===== src/include/spf_pkg.sv =====
// constants and types shared by the sensor payload formatter
package spf_pkg;
  // ----------------------------------------------------------------
  // register offsets (byte addresses)
  // ----------------------------------------------------------------
  localparam logic [11:0] OFF_CTRL     = 12'h000;
  localparam logic [11:0] OFF_FC1      = 12'h004;
  localparam logic [11:0] OFF_FC2      = 12'h008;
  localparam logic [11:0] OFF_AUX_TEMP = 12'h00C;
  localparam logic [11:0] OFF_AUX_HUM  = 12'h010;
  localparam logic [11:0] OFF_AUX_BARO = 12'h014;
  localparam logic [11:0] OFF_ERR      = 12'h018;
  localparam logic [11:0] OFF_IRQ_STAT = 12'h01C;
  localparam logic [11:0] OFF_IRQ_CLR  = 12'h020;
  localparam logic [11:0] OFF_IRQ_EN   = 12'h024;
  localparam logic [11:0] OFF_STAT     = 12'h028;
  localparam logic [11:0] OFF_XCH      = 12'h040;
  localparam logic [11:0] OFF_XCH_END  = 12'h05C;
  // ----------------------------------------------------------------
  // field positions
  // ----------------------------------------------------------------
  localparam int CTRL_PROF  = 0;
  localparam int CTRL_SPLIT = 1;
  localparam int CTRL_SER   = 3;
  localparam int CTRL_ENH   = 4;
  localparam int CTRL_RSV   = 5;
  localparam int CTRL_FIT   = 6;
  localparam int ERR_FC1    = 8;
  localparam int ERR_FC2    = 9;
  localparam int IRQ_FRAME  = 0;
  localparam int IRQ_MSG    = 1;
  localparam int IRQ_ERRMSG = 2;
  localparam int IRQ_W      = 3;
  // ----------------------------------------------------------------
  // reset values and message ids
  // ----------------------------------------------------------------
  localparam logic [8:0]  CTRL_RST    = 9'h000;
  localparam logic [3:0]  LEG_ID_RST  = 4'hF;
  localparam logic [3:0]  LEG_ID_LAST = 4'h5;
  localparam logic [3:0]  LEG_ID_ERR  = 4'hF;
  localparam logic [7:0]  ENH_ID_FC1  = 8'h07;
  localparam logic [7:0]  ENH_ID_FC1E = 8'h0A;
  localparam logic [7:0]  ENH_ID_FC2  = 8'h0B;
  localparam logic [7:0]  ENH_ID_FC2E = 8'h0E;
  localparam int          XCH_DEPTH   = 8;

  typedef enum logic [1:0] {
    SPLIT_16_8  = 2'b00,
    SPLIT_14_10 = 2'b01,
    SPLIT_12_12 = 2'b11
  } spf_split_t;
  typedef enum logic {PROF_AIR = 1'b0, PROF_PRS = 1'b1} spf_prof_t;
endpackage

===== src/hw/spf_formatter.sv =====
// payload formatter: frame nibbles, serial message rotation, apb registers
// How it works
// one serial id set only; legacy short set kept for old air-flow users
// legacy ids 0-5 carry temperature, humidity, pressure bytes; F carries errors
// error byte bits 0-5 flag aux out-of-range high/low; bits 6-7 zero
// error message F skipped while no aux error is active
// messages of unfitted aux components are never sent
// enhanced serial forces use of reserved signaling codes
// legacy air-flow channels without reserved codes use full code range
// enhanced ids 07-0A carry fast channel 1 transfer characteristic
// enhanced ids 0B-0E carry fast channel 2 transfer characteristic
// pressure profile: nibbles 1-3 carry 12-bit fast channel 1
// pressure profile: nibbles 4-6 carry 12-bit fast channel 2
// status bit 0 flags channel 1 error, bit 1 channel 2 error
// pressure profile sends serial messages only in enhanced format
// pressure measurements never use reserved codes
// receiver checks rolling count of secure sensors; the formatter sends no rolling count
// air-flow error without reserved codes zeroes that channel
// air-flow split is 16+8, 14+10 or 12+12 bits
// legacy rotation ascends over fitted ids, F only when errors exist
module spf_formatter
  import spf_pkg::*;
#(
  parameter logic [11:0] MEAS_MIN = 12'h001,
  parameter logic [11:0] MEAS_MAX = 12'hFF0,
  parameter logic [11:0] ERR_CODE = 12'hFFF
) (
  // clock and reset
  input  wire logic        pclk,
  input  wire logic        presetn,
  // apb slave
  input  wire logic        psel,
  input  wire logic        penable,
  input  wire logic        pwrite,
  input  wire logic [11:0] paddr,
  input  wire logic [31:0] pwdata,
  output logic      [31:0] prdata,
  output logic             pready,
  output logic             pslverr,
  // frame port toward the nibble engine
  input  wire logic        frame_req,
  output logic             frame_valid,
  output logic      [23:0] data_nib,
  output logic      [3:0]  status_nib,
  // serial message port
  input  wire logic        ser_req,
  output logic             ser_valid,
  output logic             ser_enh,
  output logic      [7:0]  ser_id,
  output logic      [11:0] ser_data,
  // interrupt
  output logic             irq
);
  // ----------------------------------------------------------------
  // helpers
  // ----------------------------------------------------------------
  function automatic logic leg_ok(input logic [3:0] id, input logic [2:0] fit,
                                  input logic err);
    if (id <= LEG_ID_LAST) begin
      return fit[id[2:1]];
    end
    return (id == LEG_ID_ERR) && err;
  endfunction

  // next legacy id after cur, {found, id}; wraps so cur itself is last tried
  function automatic logic [4:0] next_leg(input logic [3:0] cur,
                                          input logic [2:0] fit, input logic err);
    logic [3:0] cand;
    logic [4:0] res;
    res = {1'b0, cur};
    for (int k = 16; k >= 1; k--) begin
      cand = cur + 4'(k);
      if (leg_ok(cand, fit, err)) begin
        res = {1'b1, cand};
      end
    end
    return res;
  endfunction

  function automatic logic [11:0] clamp12(input logic [11:0] v);
    if (v < MEAS_MIN) begin
      return MEAS_MIN;
    end
    if (v > MEAS_MAX) begin
      return MEAS_MAX;
    end
    return v;
  endfunction

  // ----------------------------------------------------------------
  // registers
  // ----------------------------------------------------------------
  logic [8:0]         ctrl_q;
  logic [15:0]        fc1_q;
  logic [11:0]        fc2_q;
  logic [15:0]        aux_temp_q;
  logic [15:0]        aux_hum_q;
  logic [15:0]        aux_baro_q;
  logic [9:0]         err_q;
  logic [IRQ_W-1:0]   irq_stat_q;
  logic [IRQ_W-1:0]   irq_en_q;
  logic [IRQ_W-1:0]   irq_set;
  logic [31:0]        rdata_d;
  logic               hit_d;
  logic               wr_acc;
  logic               setup;
  logic [11:0]        xch_rd;

  assign setup  = psel && !penable;
  assign wr_acc = psel && penable && pwrite;
  assign pready = 1'b1;

  spf_prof_t  prof;
  spf_split_t split;
  logic       ser_on;
  logic       enh_eff;
  logic       rsv_eff;
  logic [2:0] fit;
  logic       aux_err;
  logic       fc1_err;
  logic       fc2_err;

  assign prof    = spf_prof_t'(ctrl_q[CTRL_PROF]);
  assign split   = spf_split_t'(ctrl_q[CTRL_SPLIT +: 2]);
  assign ser_on  = ctrl_q[CTRL_SER];
  assign enh_eff = ctrl_q[CTRL_ENH] || (prof == PROF_PRS);        // see R1
  assign rsv_eff = ctrl_q[CTRL_RSV] || (ser_on && enh_eff);
  assign fit     = ctrl_q[CTRL_FIT +: 3];
  assign aux_err = |err_q[5:0];
  assign fc1_err = err_q[ERR_FC1];
  assign fc2_err = err_q[ERR_FC2];

  always_ff @(posedge pclk or negedge presetn) begin
    if (!presetn) begin
      ctrl_q     <= CTRL_RST;
      fc1_q      <= 16'h0000;
      fc2_q      <= 12'h000;
      aux_temp_q <= 16'h0000;
      aux_hum_q  <= 16'h0000;
      aux_baro_q <= 16'h0000;
      err_q      <= 10'h000;
      irq_en_q   <= '0;
    end else if (wr_acc) begin
      unique case (paddr)
        OFF_CTRL:     ctrl_q     <= pwdata[8:0];
        OFF_FC1:      fc1_q      <= pwdata[15:0];
        OFF_FC2:      fc2_q      <= pwdata[11:0];
        OFF_AUX_TEMP: aux_temp_q <= pwdata[15:0];
        OFF_AUX_HUM:  aux_hum_q  <= pwdata[15:0];
        OFF_AUX_BARO: aux_baro_q <= pwdata[15:0];
        OFF_ERR:      err_q      <= pwdata[9:0];
        OFF_IRQ_EN:   irq_en_q   <= pwdata[IRQ_W-1:0];
        default: ;
      endcase
    end
  end

  // set wins over a clear in the same cycle
  always_ff @(posedge pclk or negedge presetn) begin
    if (!presetn) begin
      irq_stat_q <= '0;
    end else begin
      irq_stat_q <= (irq_stat_q & ~((wr_acc && paddr == OFF_IRQ_CLR) ?
                     pwdata[IRQ_W-1:0] : '0)) | irq_set;
    end
  end

  assign irq = |(irq_stat_q & irq_en_q);

  // ----------------------------------------------------------------
  // apb read path, answered in the access cycle from setup-phase flops
  // ----------------------------------------------------------------
  logic [3:0] leg_id_q;
  logic [2:0] enh_idx_q;

  always_comb begin
    rdata_d = 32'h0000_0000;
    hit_d   = 1'b1;
    unique case (paddr)
      OFF_CTRL:     rdata_d = {23'h0, ctrl_q};
      OFF_FC1:      rdata_d = {16'h0, fc1_q};
      OFF_FC2:      rdata_d = {20'h0, fc2_q};
      OFF_AUX_TEMP: rdata_d = {16'h0, aux_temp_q};
      OFF_AUX_HUM:  rdata_d = {16'h0, aux_hum_q};
      OFF_AUX_BARO: rdata_d = {16'h0, aux_baro_q};
      OFF_ERR:      rdata_d = {22'h0, err_q};
      OFF_IRQ_STAT: rdata_d = {29'h0, irq_stat_q};
      OFF_IRQ_CLR:  rdata_d = 32'h0000_0000;
      OFF_IRQ_EN:   rdata_d = {29'h0, irq_en_q};
      OFF_STAT:     rdata_d = {22'h0, rsv_eff, enh_eff, 1'b0, enh_idx_q, leg_id_q};
      default: begin
        hit_d = (paddr >= OFF_XCH) && (paddr <= OFF_XCH_END) && (paddr[1:0] == 2'b00);
      end
    endcase
  end

  always_ff @(posedge pclk or negedge presetn) begin
    if (!presetn) begin
      prdata  <= 32'h0000_0000;
      pslverr <= 1'b0;
    end else if (setup) begin
      prdata  <= pwrite ? 32'h0000_0000 : rdata_d;
      pslverr <= !hit_d;
    end
  end

  // ----------------------------------------------------------------
  // transfer characteristic store
  // ----------------------------------------------------------------
  logic xch_wr;
  assign xch_wr = wr_acc && (paddr >= OFF_XCH) && (paddr <= OFF_XCH_END);

  spf_xch_mem #(
    .DEPTH (XCH_DEPTH),
    .WIDTH (12),
    .AW    (3)
  ) u_xch (
    .pclk      (pclk),
    .wr_en     (xch_wr),
    .wr_addr   (paddr[4:2]),
    .wr_data   (pwdata[11:0]),
    .rd_addr   (enh_idx_q),
    .rd_data_q (xch_rd)
  );

  // ----------------------------------------------------------------
  // frame payload
  // ----------------------------------------------------------------
  logic [23:0] nib_d;
  logic [11:0] p1;
  logic [11:0] p2;
  logic [15:0] a1;
  logic [11:0] a2;

  always_comb begin
    // pressure: errors go out as the error code, values stay clear of it
    p1 = fc1_err ? ERR_CODE : clamp12(fc1_q[11:0]);
    p2 = fc2_err ? ERR_CODE : clamp12(fc2_q);
    // air flow: full range, error zeroes the channel without reserved codes
    a1 = (fc1_err && !rsv_eff) ? 16'h0000 : fc1_q;                // see R7
    a2 = (fc2_err && !rsv_eff) ? 12'h000 : fc2_q;
    if (prof == PROF_PRS) begin
      nib_d = {p1, p2};                                           // see R10
    end else begin
      unique case (split)
        SPLIT_16_8:  nib_d = {a1, a2[7:0]};
        SPLIT_14_10: nib_d = {a1[13:0], a2[9:0]};
        SPLIT_12_12: nib_d = {a1[11:0], a2};
        default:     nib_d = {a1[11:0], a2};
      endcase
    end
  end

  always_ff @(posedge pclk or negedge presetn) begin
    if (!presetn) begin
      data_nib    <= 24'h00_0000;
      status_nib  <= 4'h0;
      frame_valid <= 1'b0;
    end else begin
      frame_valid <= frame_req;
      if (frame_req) begin
        data_nib   <= nib_d;
        status_nib <= {2'b00, fc2_err, fc1_err};
      end
    end
  end

  // ----------------------------------------------------------------
  // serial message rotation
  // ----------------------------------------------------------------
  logic [4:0] leg_nxt;
  logic [7:0] leg_byte;

  assign leg_nxt = next_leg(leg_id_q, fit, aux_err);              // see R4 see R5

  always_comb begin
    unique case (leg_nxt[3:0])
      4'h0:    leg_byte = aux_temp_q[15:8];
      4'h1:    leg_byte = aux_temp_q[7:0];
      4'h2:    leg_byte = aux_hum_q[15:8];
      4'h3:    leg_byte = aux_hum_q[7:0];
      4'h4:    leg_byte = aux_baro_q[15:8];
      4'h5:    leg_byte = aux_baro_q[7:0];
      4'hF:    leg_byte = {2'b00, err_q[5:0]};
      default: leg_byte = 8'h00;
    endcase
  end

  always_ff @(posedge pclk or negedge presetn) begin
    if (!presetn) begin
      leg_id_q  <= LEG_ID_RST;
      enh_idx_q <= 3'd0;
      ser_valid <= 1'b0;
      ser_enh   <= 1'b0;
      ser_id    <= 8'h00;
      ser_data  <= 12'h000;
    end else begin
      ser_valid <= 1'b0;
      if (ser_req && ser_on) begin
        if (enh_eff) begin
          // ids 07-0A for channel 1 then 0B-0E for channel 2
          ser_valid <= 1'b1;
          ser_enh   <= 1'b1;
          ser_id    <= ENH_ID_FC1 + {5'h00, enh_idx_q};           // see R8
          ser_data  <= xch_rd;
          enh_idx_q <= enh_idx_q + 3'd1;
        end else if (leg_nxt[4]) begin
          ser_valid <= 1'b1;
          ser_enh   <= 1'b0;
          ser_id    <= {4'h0, leg_nxt[3:0]};
          ser_data  <= {4'h0, leg_byte};
          leg_id_q  <= leg_nxt[3:0];
        end
      end
    end
  end

  assign irq_set = {ser_valid && !ser_enh && ser_id == {4'h0, LEG_ID_ERR},
                    ser_valid, frame_valid};
endmodule // spf_formatter


===== src/hw/spf_xch_mem.sv =====
// small memory holding transfer characteristic words for the serial rotation
module spf_xch_mem #(
  parameter int DEPTH = 8,
  parameter int WIDTH = 12,
  parameter int AW    = 3
) (
  // clock
  input  wire logic             pclk,
  // write port
  input  wire logic             wr_en,
  input  wire logic [AW-1:0]    wr_addr,
  input  wire logic [WIDTH-1:0] wr_data,
  // registered read port
  input  wire logic [AW-1:0]    rd_addr,
  output logic      [WIDTH-1:0] rd_data_q
);
  logic [WIDTH-1:0] mem [DEPTH];

  always_ff @(posedge pclk) begin
    if (wr_en) begin
      mem[wr_addr] <= wr_data;
    end
  end

  // read lags the address by one edge; contents are undefined until written
  always_ff @(posedge pclk) begin
    rd_data_q <= mem[rd_addr];
  end
endmodule // spf_xch_mem


===== config.mk =====
export PLATFORM = sky130hd
export DESIGN_NAME = spf_formatter
export DESIGN_NICKNAME = d
export VERILOG_FILES = /design/src/include/spf_pkg.sv /design/src/hw/spf_formatter.sv /design/src/hw/spf_xch_mem.sv
export SDC_FILE = /design/constraint.sdc
export NUM_CORES = 1
export LEC_CHECK = 0
export ABC_CLOCK_PERIOD_IN_PS = 5200
export BUFFER_PORTS_ARGS = -buffer_cell sky130_fd_sc_hd__buf_2
export CAP_MARGIN = 10
export CORE_UTILIZATION = 60
export CTS_CLUSTER_DIAMETER = 30
export DETAILED_ROUTE_END_ITERATION = 16
export PLACE_DENSITY = 0.82
export SETUP_SLACK_MARGIN = 0.3
export SLEW_MARGIN = 5
export SYNTH_ARGS = -nofsm -noshare
export SYNTH_HDL_FRONTEND = slang
export SYNTH_SLANG_ARGS = --single-unit

===== constraint.sdc =====
create_clock -name pclk -period 5.2 [get_ports pclk]
set_input_delay 0.78 -clock pclk [delete_from_list [all_inputs] [get_ports pclk]]
set_output_delay 0.78 -clock pclk [all_outputs]
set_load 0.05 [all_outputs]

Yosys cells after proc, flatten, opt, wreduce, memory -nomap -nowiden --
Memories as Yosys holds them, arrays and structs flattened. A register that Yosys moved wholly into a read port is not among the register bits. Cells that the tools add are included.
Word-level totals: register bits after elaboration 190, memory bits (writable) 96, bits of input ports 51, word-level logic and storage cells 302, memories kept 1
Operators by class: add/subtract/negate cells 17, $lt $le $gt $ge 38, equality and inequality tests 34, mux-type cells 132, bitwise logic cells 5, reductions and logical operators 55
Memories:
- u_xch.mem | words 8, bits a word 12, rd ports 1, clocked after Yosys merged registers in 1, wr ports 1, RTL line spf_xch_mem.sv:17 | logic [WIDTH-1:0] mem [DEPTH];
Operators by type and width (count):
- $pmux 16 s10 | 1
- $mux 12 | 13
- $mux 5 | 16
- $mux 1 | 78
- $eq 4x4->1 const B | 17
- $le 4x3->1 const B | 16
- $pmux 8 s7 | 1
- $eq 12x5->1 const B | 4
- $lt 2x3->1 const B | 16
- $pmux 24 s2 | 1
- $eq 12x6->1 const B | 3
- $add 4x4->4 const B | 8
- $bmux 1 s2 | 16
- $mux 32 | 1
- $logic_and 1x1->1 | 30
- $eq 12x4->1 const B | 2
- $gt 12x12->1 const B | 2
- $lt 12x1->1 const B | 2
- $mux 24 | 1
- $reduce_and 2->1 | 10
- $add 4x3->4 const B | 4
- $mux 16 | 1
- $mux 8 | 2
- $eq 12x3->1 const B | 1
- 26 further kinds | 35

Longest topological paths before layout --
depth in word-level cells 24, gate-level depth with buffers 18, depth with buffers taken out 14

Modules after synthesis --
A second synthesis with hierarchy kept.
Second synthesis, totals: cell total of the unflattened synthesis 1270, area total of the unflattened synthesis 14684.1 µm²
Modules (own cells, without submodules):
- spf_formatter | instances 1, cells each 1106, area an instance 10696.5 µm², seq. area each 4259.1 µm²
- spf_xch_mem | instances 1, cells each 164, area an instance 3987.6 µm², seq. area each 3123.0 µm²

Worst setup path before layout --
Ideal clock, no wire load.
kind reg-to-reg, from reg leg_id_q[1], to reg ser_data[2], library setup time 0.126 ns, arrival 4.124 ns, required time 5.074 ns, slack 0.949 ns, cell stages (with the launch flop) 17, buffers on the path 3, clock period less this slack 4.251 ns, cells stage by stage dfstp_2 -> clkbuf_1 -> inv_1 -> ha_1 -> buf_6 -> mux2_2 -> mux2i_1 -> mux2_4 -> nand3_4 -> or3_1 -> or4_1 -> o211ai_2 -> buf_6 -> mux2_4 -> a32o_1 -> a21oi_1 -> o21ai_1
Between the ends: word-level cells in the longest chain between the ends 24, elaborated cells on any way between the ends 171, those cells by class 15 x add/sub; 16 x order compare; 22 x eq/ne; 99 x mux; 19 x reduce/logical
RTL lines:
- start, declared | RTL line spf_formatter.sv:173 | logic [3:0] leg_id_q;
- start signal, assigned | RTL line spf_formatter.sv:312 | leg_id_q <= leg_nxt[3:0];
- branches (longest 19 deep; another with $add 4x4->4)
- $mux 5 (*) | RTL line spf_formatter.sv:73 | if (leg_ok(cand, fit, err)) begin
- $eq 4x4->1, or another cell as far along | RTL line spf_formatter.sv:277 | unique case (leg_nxt[3:0])
- $pmux 8 s7 | RTL line spf_formatter.sv:277
- $mux 12 | RTL line spf_formatter.sv:307 | end else if (leg_nxt[4]) begin
- $mux 12 | RTL line spf_formatter.sv:300 | if (enh_eff) begin
- end signal, assigned | RTL line spf_formatter.sv:305 | ser_data <= xch_rd;
- end signal, assigned | RTL line spf_formatter.sv:311 | ser_data <= {4'h0, leg_byte};
- end, declared | RTL line spf_formatter.sv:50 | output logic [11:0] ser_data,
Every way passes the cells marked *. The select of a mux whose other input is x is not followed. A chain may end at the register's enable or synchronous reset.

Final worst setup path --
from reg leg_id_q[0], to reg ser_data[2]
The elaborated chain is that of the path after synthesis.

==> results.py <==
metrics = {
    "timing": {
        "setup_viol": 0,
        "period_share": 0.865,
        "rsz0062_at_grt": "false",
        "slew_headroom": 0.308,
        "fin_setup_tns_ns": 0,
        "slew_viol_final": 0,
        "min_period_ns": 4.50,
        "hold_viol_final": 0,
        "fmax_mhz": 222,
        "worst_slew_pin_slew_ns": 1.03,
        "skew_ns": 0.0394,
    },
    "routing": {
        "drt-total-wl_um": 42100,
        "vias": 11300,
        "final_antenna_net_count": 0,
        "wl_per_cell_um": 24.9,
        "first_iter_violations": 1196,
        "first_pass_iters": 6,
        "viasPerCell": 6.66,
        "drc_errors": 0,
    },
    "critical_path": {
        "worstPathMaxFanout": 19,
        "arrival_ns": 4.95,
        "reg2reg_depth": 14,
        "ff2ff_setup_slack_ns": 0.70,
        "critPathLaunchType": "flip-flop",
        "crit_path_end_kind": "flip-flop",
        "path_cells": "buf_4 > ha_1 > xor2_2 > nor3_1 > o21ai_1 > nand3_4 > or3_1 > or4_1 > o211ai_2 > buf_4 > mux2_4 > a32o_1 > a21oi_1 > o21ai_1",
        "worstReg2RegEnd": "ser_data[2]",
        "worstPathRequired_ns": 5.65,
        "critPathCapture": "ser_data[2]",
        "startpoint": "leg_id_q[0]",
        "crit_type": "reg2reg",
        "crit_buf_inv": 2,
        "slowest_delay_ns": 0.52,
        "cp_slowest_cell": "dfstp_2",
        "worst-path-stages": 14,
        "crit_family": "simple AND/OR/NAND/NOR gates",
        "r2r-start": "leg_id_q[0]",
    },
    "cells_and_area": {
        "n_antenna_cell": 0,
        "design_area_um2": 16800,
        "fin_nets": 1403,
        "drive_gt1_frac": 0.306,
        "area_delta_synth_final_pct": 16.5,
    },
    "cts": {
        "clkLatencyLatePin_ns": 0.57,
        "cts_setup_buffers": 0,
        "cts_root_buf": "clkbuf_16",
        "numClockSinks": 278,
        "postCtsHoldBufs": 0,
        "numCtsBuffers": 46,
        "tritoncts": "yes",
        "clk_path_buf_depth": 3,
        "cts_resized": 0,
        "clk_pin_slew_ns": 0.06,
        "cts_max_level": 2,
    },
    "global_routing": {
        "grt_overflow_total": 0,
        "track_usage": 0.353,
        "antenna_found_initial": 0,
        "grt_max_degree": 90,
        "grt_first_pass_wirelength_um": 64800,
        "grt_pass1_vias": 11000,
    },
    "logic_synthesis": {
        "synth_area_um2": 14400,
        "synth.avg_cell_area_um2": 11.9,
        "dominantRegCellSynth": "dfrtp_1",
        "synth_cell_type_count": 92,
        "synth_edf_count": 96,
        "synth_seq_cells": 278,
        "synth-async-reset-ratio": 0.612,
        "ys_seq_area_frac": 0.513,
        "syn_inst": 1214,
        "synth_warnings": 0,
    },
    "run_status": {
        "status": "complete, no violations",
    },
    "pwr": {
        "leakage_uw": 0.00735,
        "peakVddDrop_v": 0.000305,
        "p_per_area_nw_per_um2": 322,
        "power_uw": 5400,
    },
    "floorplan": {
        "die_h_um": 157,
        "core_um2": 23500,
        "ios": 137,
        "num_rows": 56,
        "start_util": 0.613,
        "die_w_um": 157,
        "dieArea_um2": 24600,
    },
    "placement": {
        "gp_congestion": 0.975,
        "portBuffers": 97,
        "dp_hpwl_um": 28100,
        "placed_area_um2": 15200,
    },
    "job": {
        "drv_cap": 0,
    },
    "hold_path": {
        "hold_class": "in2async",
    },
}
-- state kept, by name, summed over array words and instances, names as in the netlist, 16 cells and up --
| register | cells |
|---|---|
| u_xch.mem | 96 |
| data_nib | 24 |
| aux_baro_q | 16 |
| aux_hum_q | 16 |
| aux_temp_q | 16 |
| fc1_q | 16 |
| prdata | 16 |
-- metrics by stage --
| stage | util | hold slack, ns | setup slack, ns | instances |
|---|---|---|---|---|
| floorplan | - | 0.410 | 0.949 | 1235 |
| global placement | 0.648 | 0.417 | 0.809 | 1604 |
| detailed placement | 0.648 | 0.424 | 0.776 | 1604 |
| CTS | 0.714 | 0.335 | 0.765 | 1690 |
| global route | 0.714 | 0.379 | 0.482 | 1690 |
| finish | 0.714 | 0.318 | 0.699 | 1690 |
-- cell usage in the layout, fill, tap and decap left out, types with 23 or more instances in the layout --
| cell | instances |
|---|---|
| inv_1 | 28 |
| dfrtp_1 | 166 |
| buf_4 | 40 |
| edfxtp_1 | 96 |
| mux2_2 | 120 |
| conb_1 | 23 |
| nand2_1 | 74 |
| mux2i_1 | 36 |
| nor2_1 | 82 |
| a22oi_1 | 43 |
| buf_2 | 96 |
| nand3_1 | 26 |
| mux4_2 | 25 |
| a21oi_1 | 67 |
| clkbuf_16 | 47 |
| o21ai_0 | 38 |
-- worst register-to-register path, delay by kind of cell, from the launching register on --
family                     cells  cell delay [ns]
muxes                          1             0.33
xor gates and xnor gates       1             0.33
DFF                            1             0.52
adders and majority gates      1             0.50
buffers and inverters          2             0.57
AOI/OAI and AO/OA              5             1.06
and+or+nand+nor                4             1.08
-- cell type report --
| cell class | count | area, um2 |
|---|---|---|
| Tap cell | 319 | 399 |
| Fill cell | 1524 | 6710 |
| Sequential cell | 278 | 7380 |
| Clock inverter | 31 | 275 |
| Clock buffer | 55 | 1280 |
| Multi-Input combinational cell | 839 | 6490 |
| Timing Repair Buffer | 139 | 832 |
| Inverter | 29 | 109 |
-- logic make-up (layout without fill, tap and decap cells) --
logic type / count (synthesis) / after routing / synth area share
AO/OA/AOI/OAI: 294 / 294 / 0.146
XOR/XNOR: 19 / 19 / 0.0150
adder cells (fa/ha/maj): 19 / 19 / 0.0165
buffers and inverters: 118 / 254 / 0.0419
flip-flops: 278 / 278 / 0.513
multiplexers: 186 / 186 / 0.163
other: 2 / 23 / 0.000522
AND/OR/NAND/NOR: 298 / 298 / 0.105
-- synth_stat cells, drive strengths merged (4+ instances only) --
cell | count | area share
xor2 | 4 | 0.0035
a21o | 4 | 0.0021
nor2b | 14 | 0.0061
mux4 | 25 | 0.039
o21ai | 48 | 0.017
nand3 | 27 | 0.010
a211oi | 12 | 0.0063
nand2b | 14 | 0.0061
ha | 19 | 0.017
a222oi | 8 | 0.0056
edfxtp | 96 | 0.20
a31o | 4 | 0.0024
nor3 | 22 | 0.0083
clkbuf | 47 | 0.012
mux2i | 37 | 0.026
a22o | 18 | 0.011
mux2 | 124 | 0.098
a21oi | 70 | 0.025
o211ai | 18 | 0.012
dfstp | 4 | 0.0073
o221ai | 14 | 0.0085
and3 | 10 | 0.0043
dfxtp | 12 | 0.017
nand2 | 74 | 0.019
a31oi | 12 | 0.0057
nor2 | 82 | 0.021
nor4 | 10 | 0.0043
a221oi | 5 | 0.0035
nand4 | 14 | 0.0061
xnor2 | 15 | 0.011
o22ai | 5 | 0.0022
inv | 29 | 0.0076
or4 | 5 | 0.0031
or3 | 6 | 0.0030
and2 | 6 | 0.0030
o31ai | 5 | 0.0030
buf | 42 | 0.022
a22oi | 43 | 0.022
or2 | 5 | 0.0022
dfrtp | 166 | 0.29
-- power breakdown --
group	internal (uW)	leakage [uW]	total, uW	switching, uW
Combinational	26.9	0.00331	173	146
Sequential	2280	0.00328	2280	5.60
Clock	1800	0.000757	2940	1150
Total	4100	0.00735	5400	1300
-- worst min-delay path by stage --
stage	from	end	slack (ns)	depth (start not counted)
after floorplan	u_xch.rd_data_q[10]	ser_data[10]	0.41	2
after CTS	presetn	prdata[1]	0.34	1
final	presetn	data_nib[0]	0.32	1
after global placement	u_xch.rd_data_q[8]	ser_data[8]	0.42	2
after detailed placement	u_xch.rd_data_q[8]	ser_data[8]	0.42	2
after global routing	presetn	prdata[1]	0.38	1
-- per-layer routing --
metal,global-route usage,wire length (um),vias to the layer above
li1,-,-,4831
met1,0.472,16500,5552
met2,0.568,19900,753
met3,0.0684,4170,122
met5,0,0,-
met4,0.141,1540,0
No activity file was read; power rests on OpenSTA's default activity.
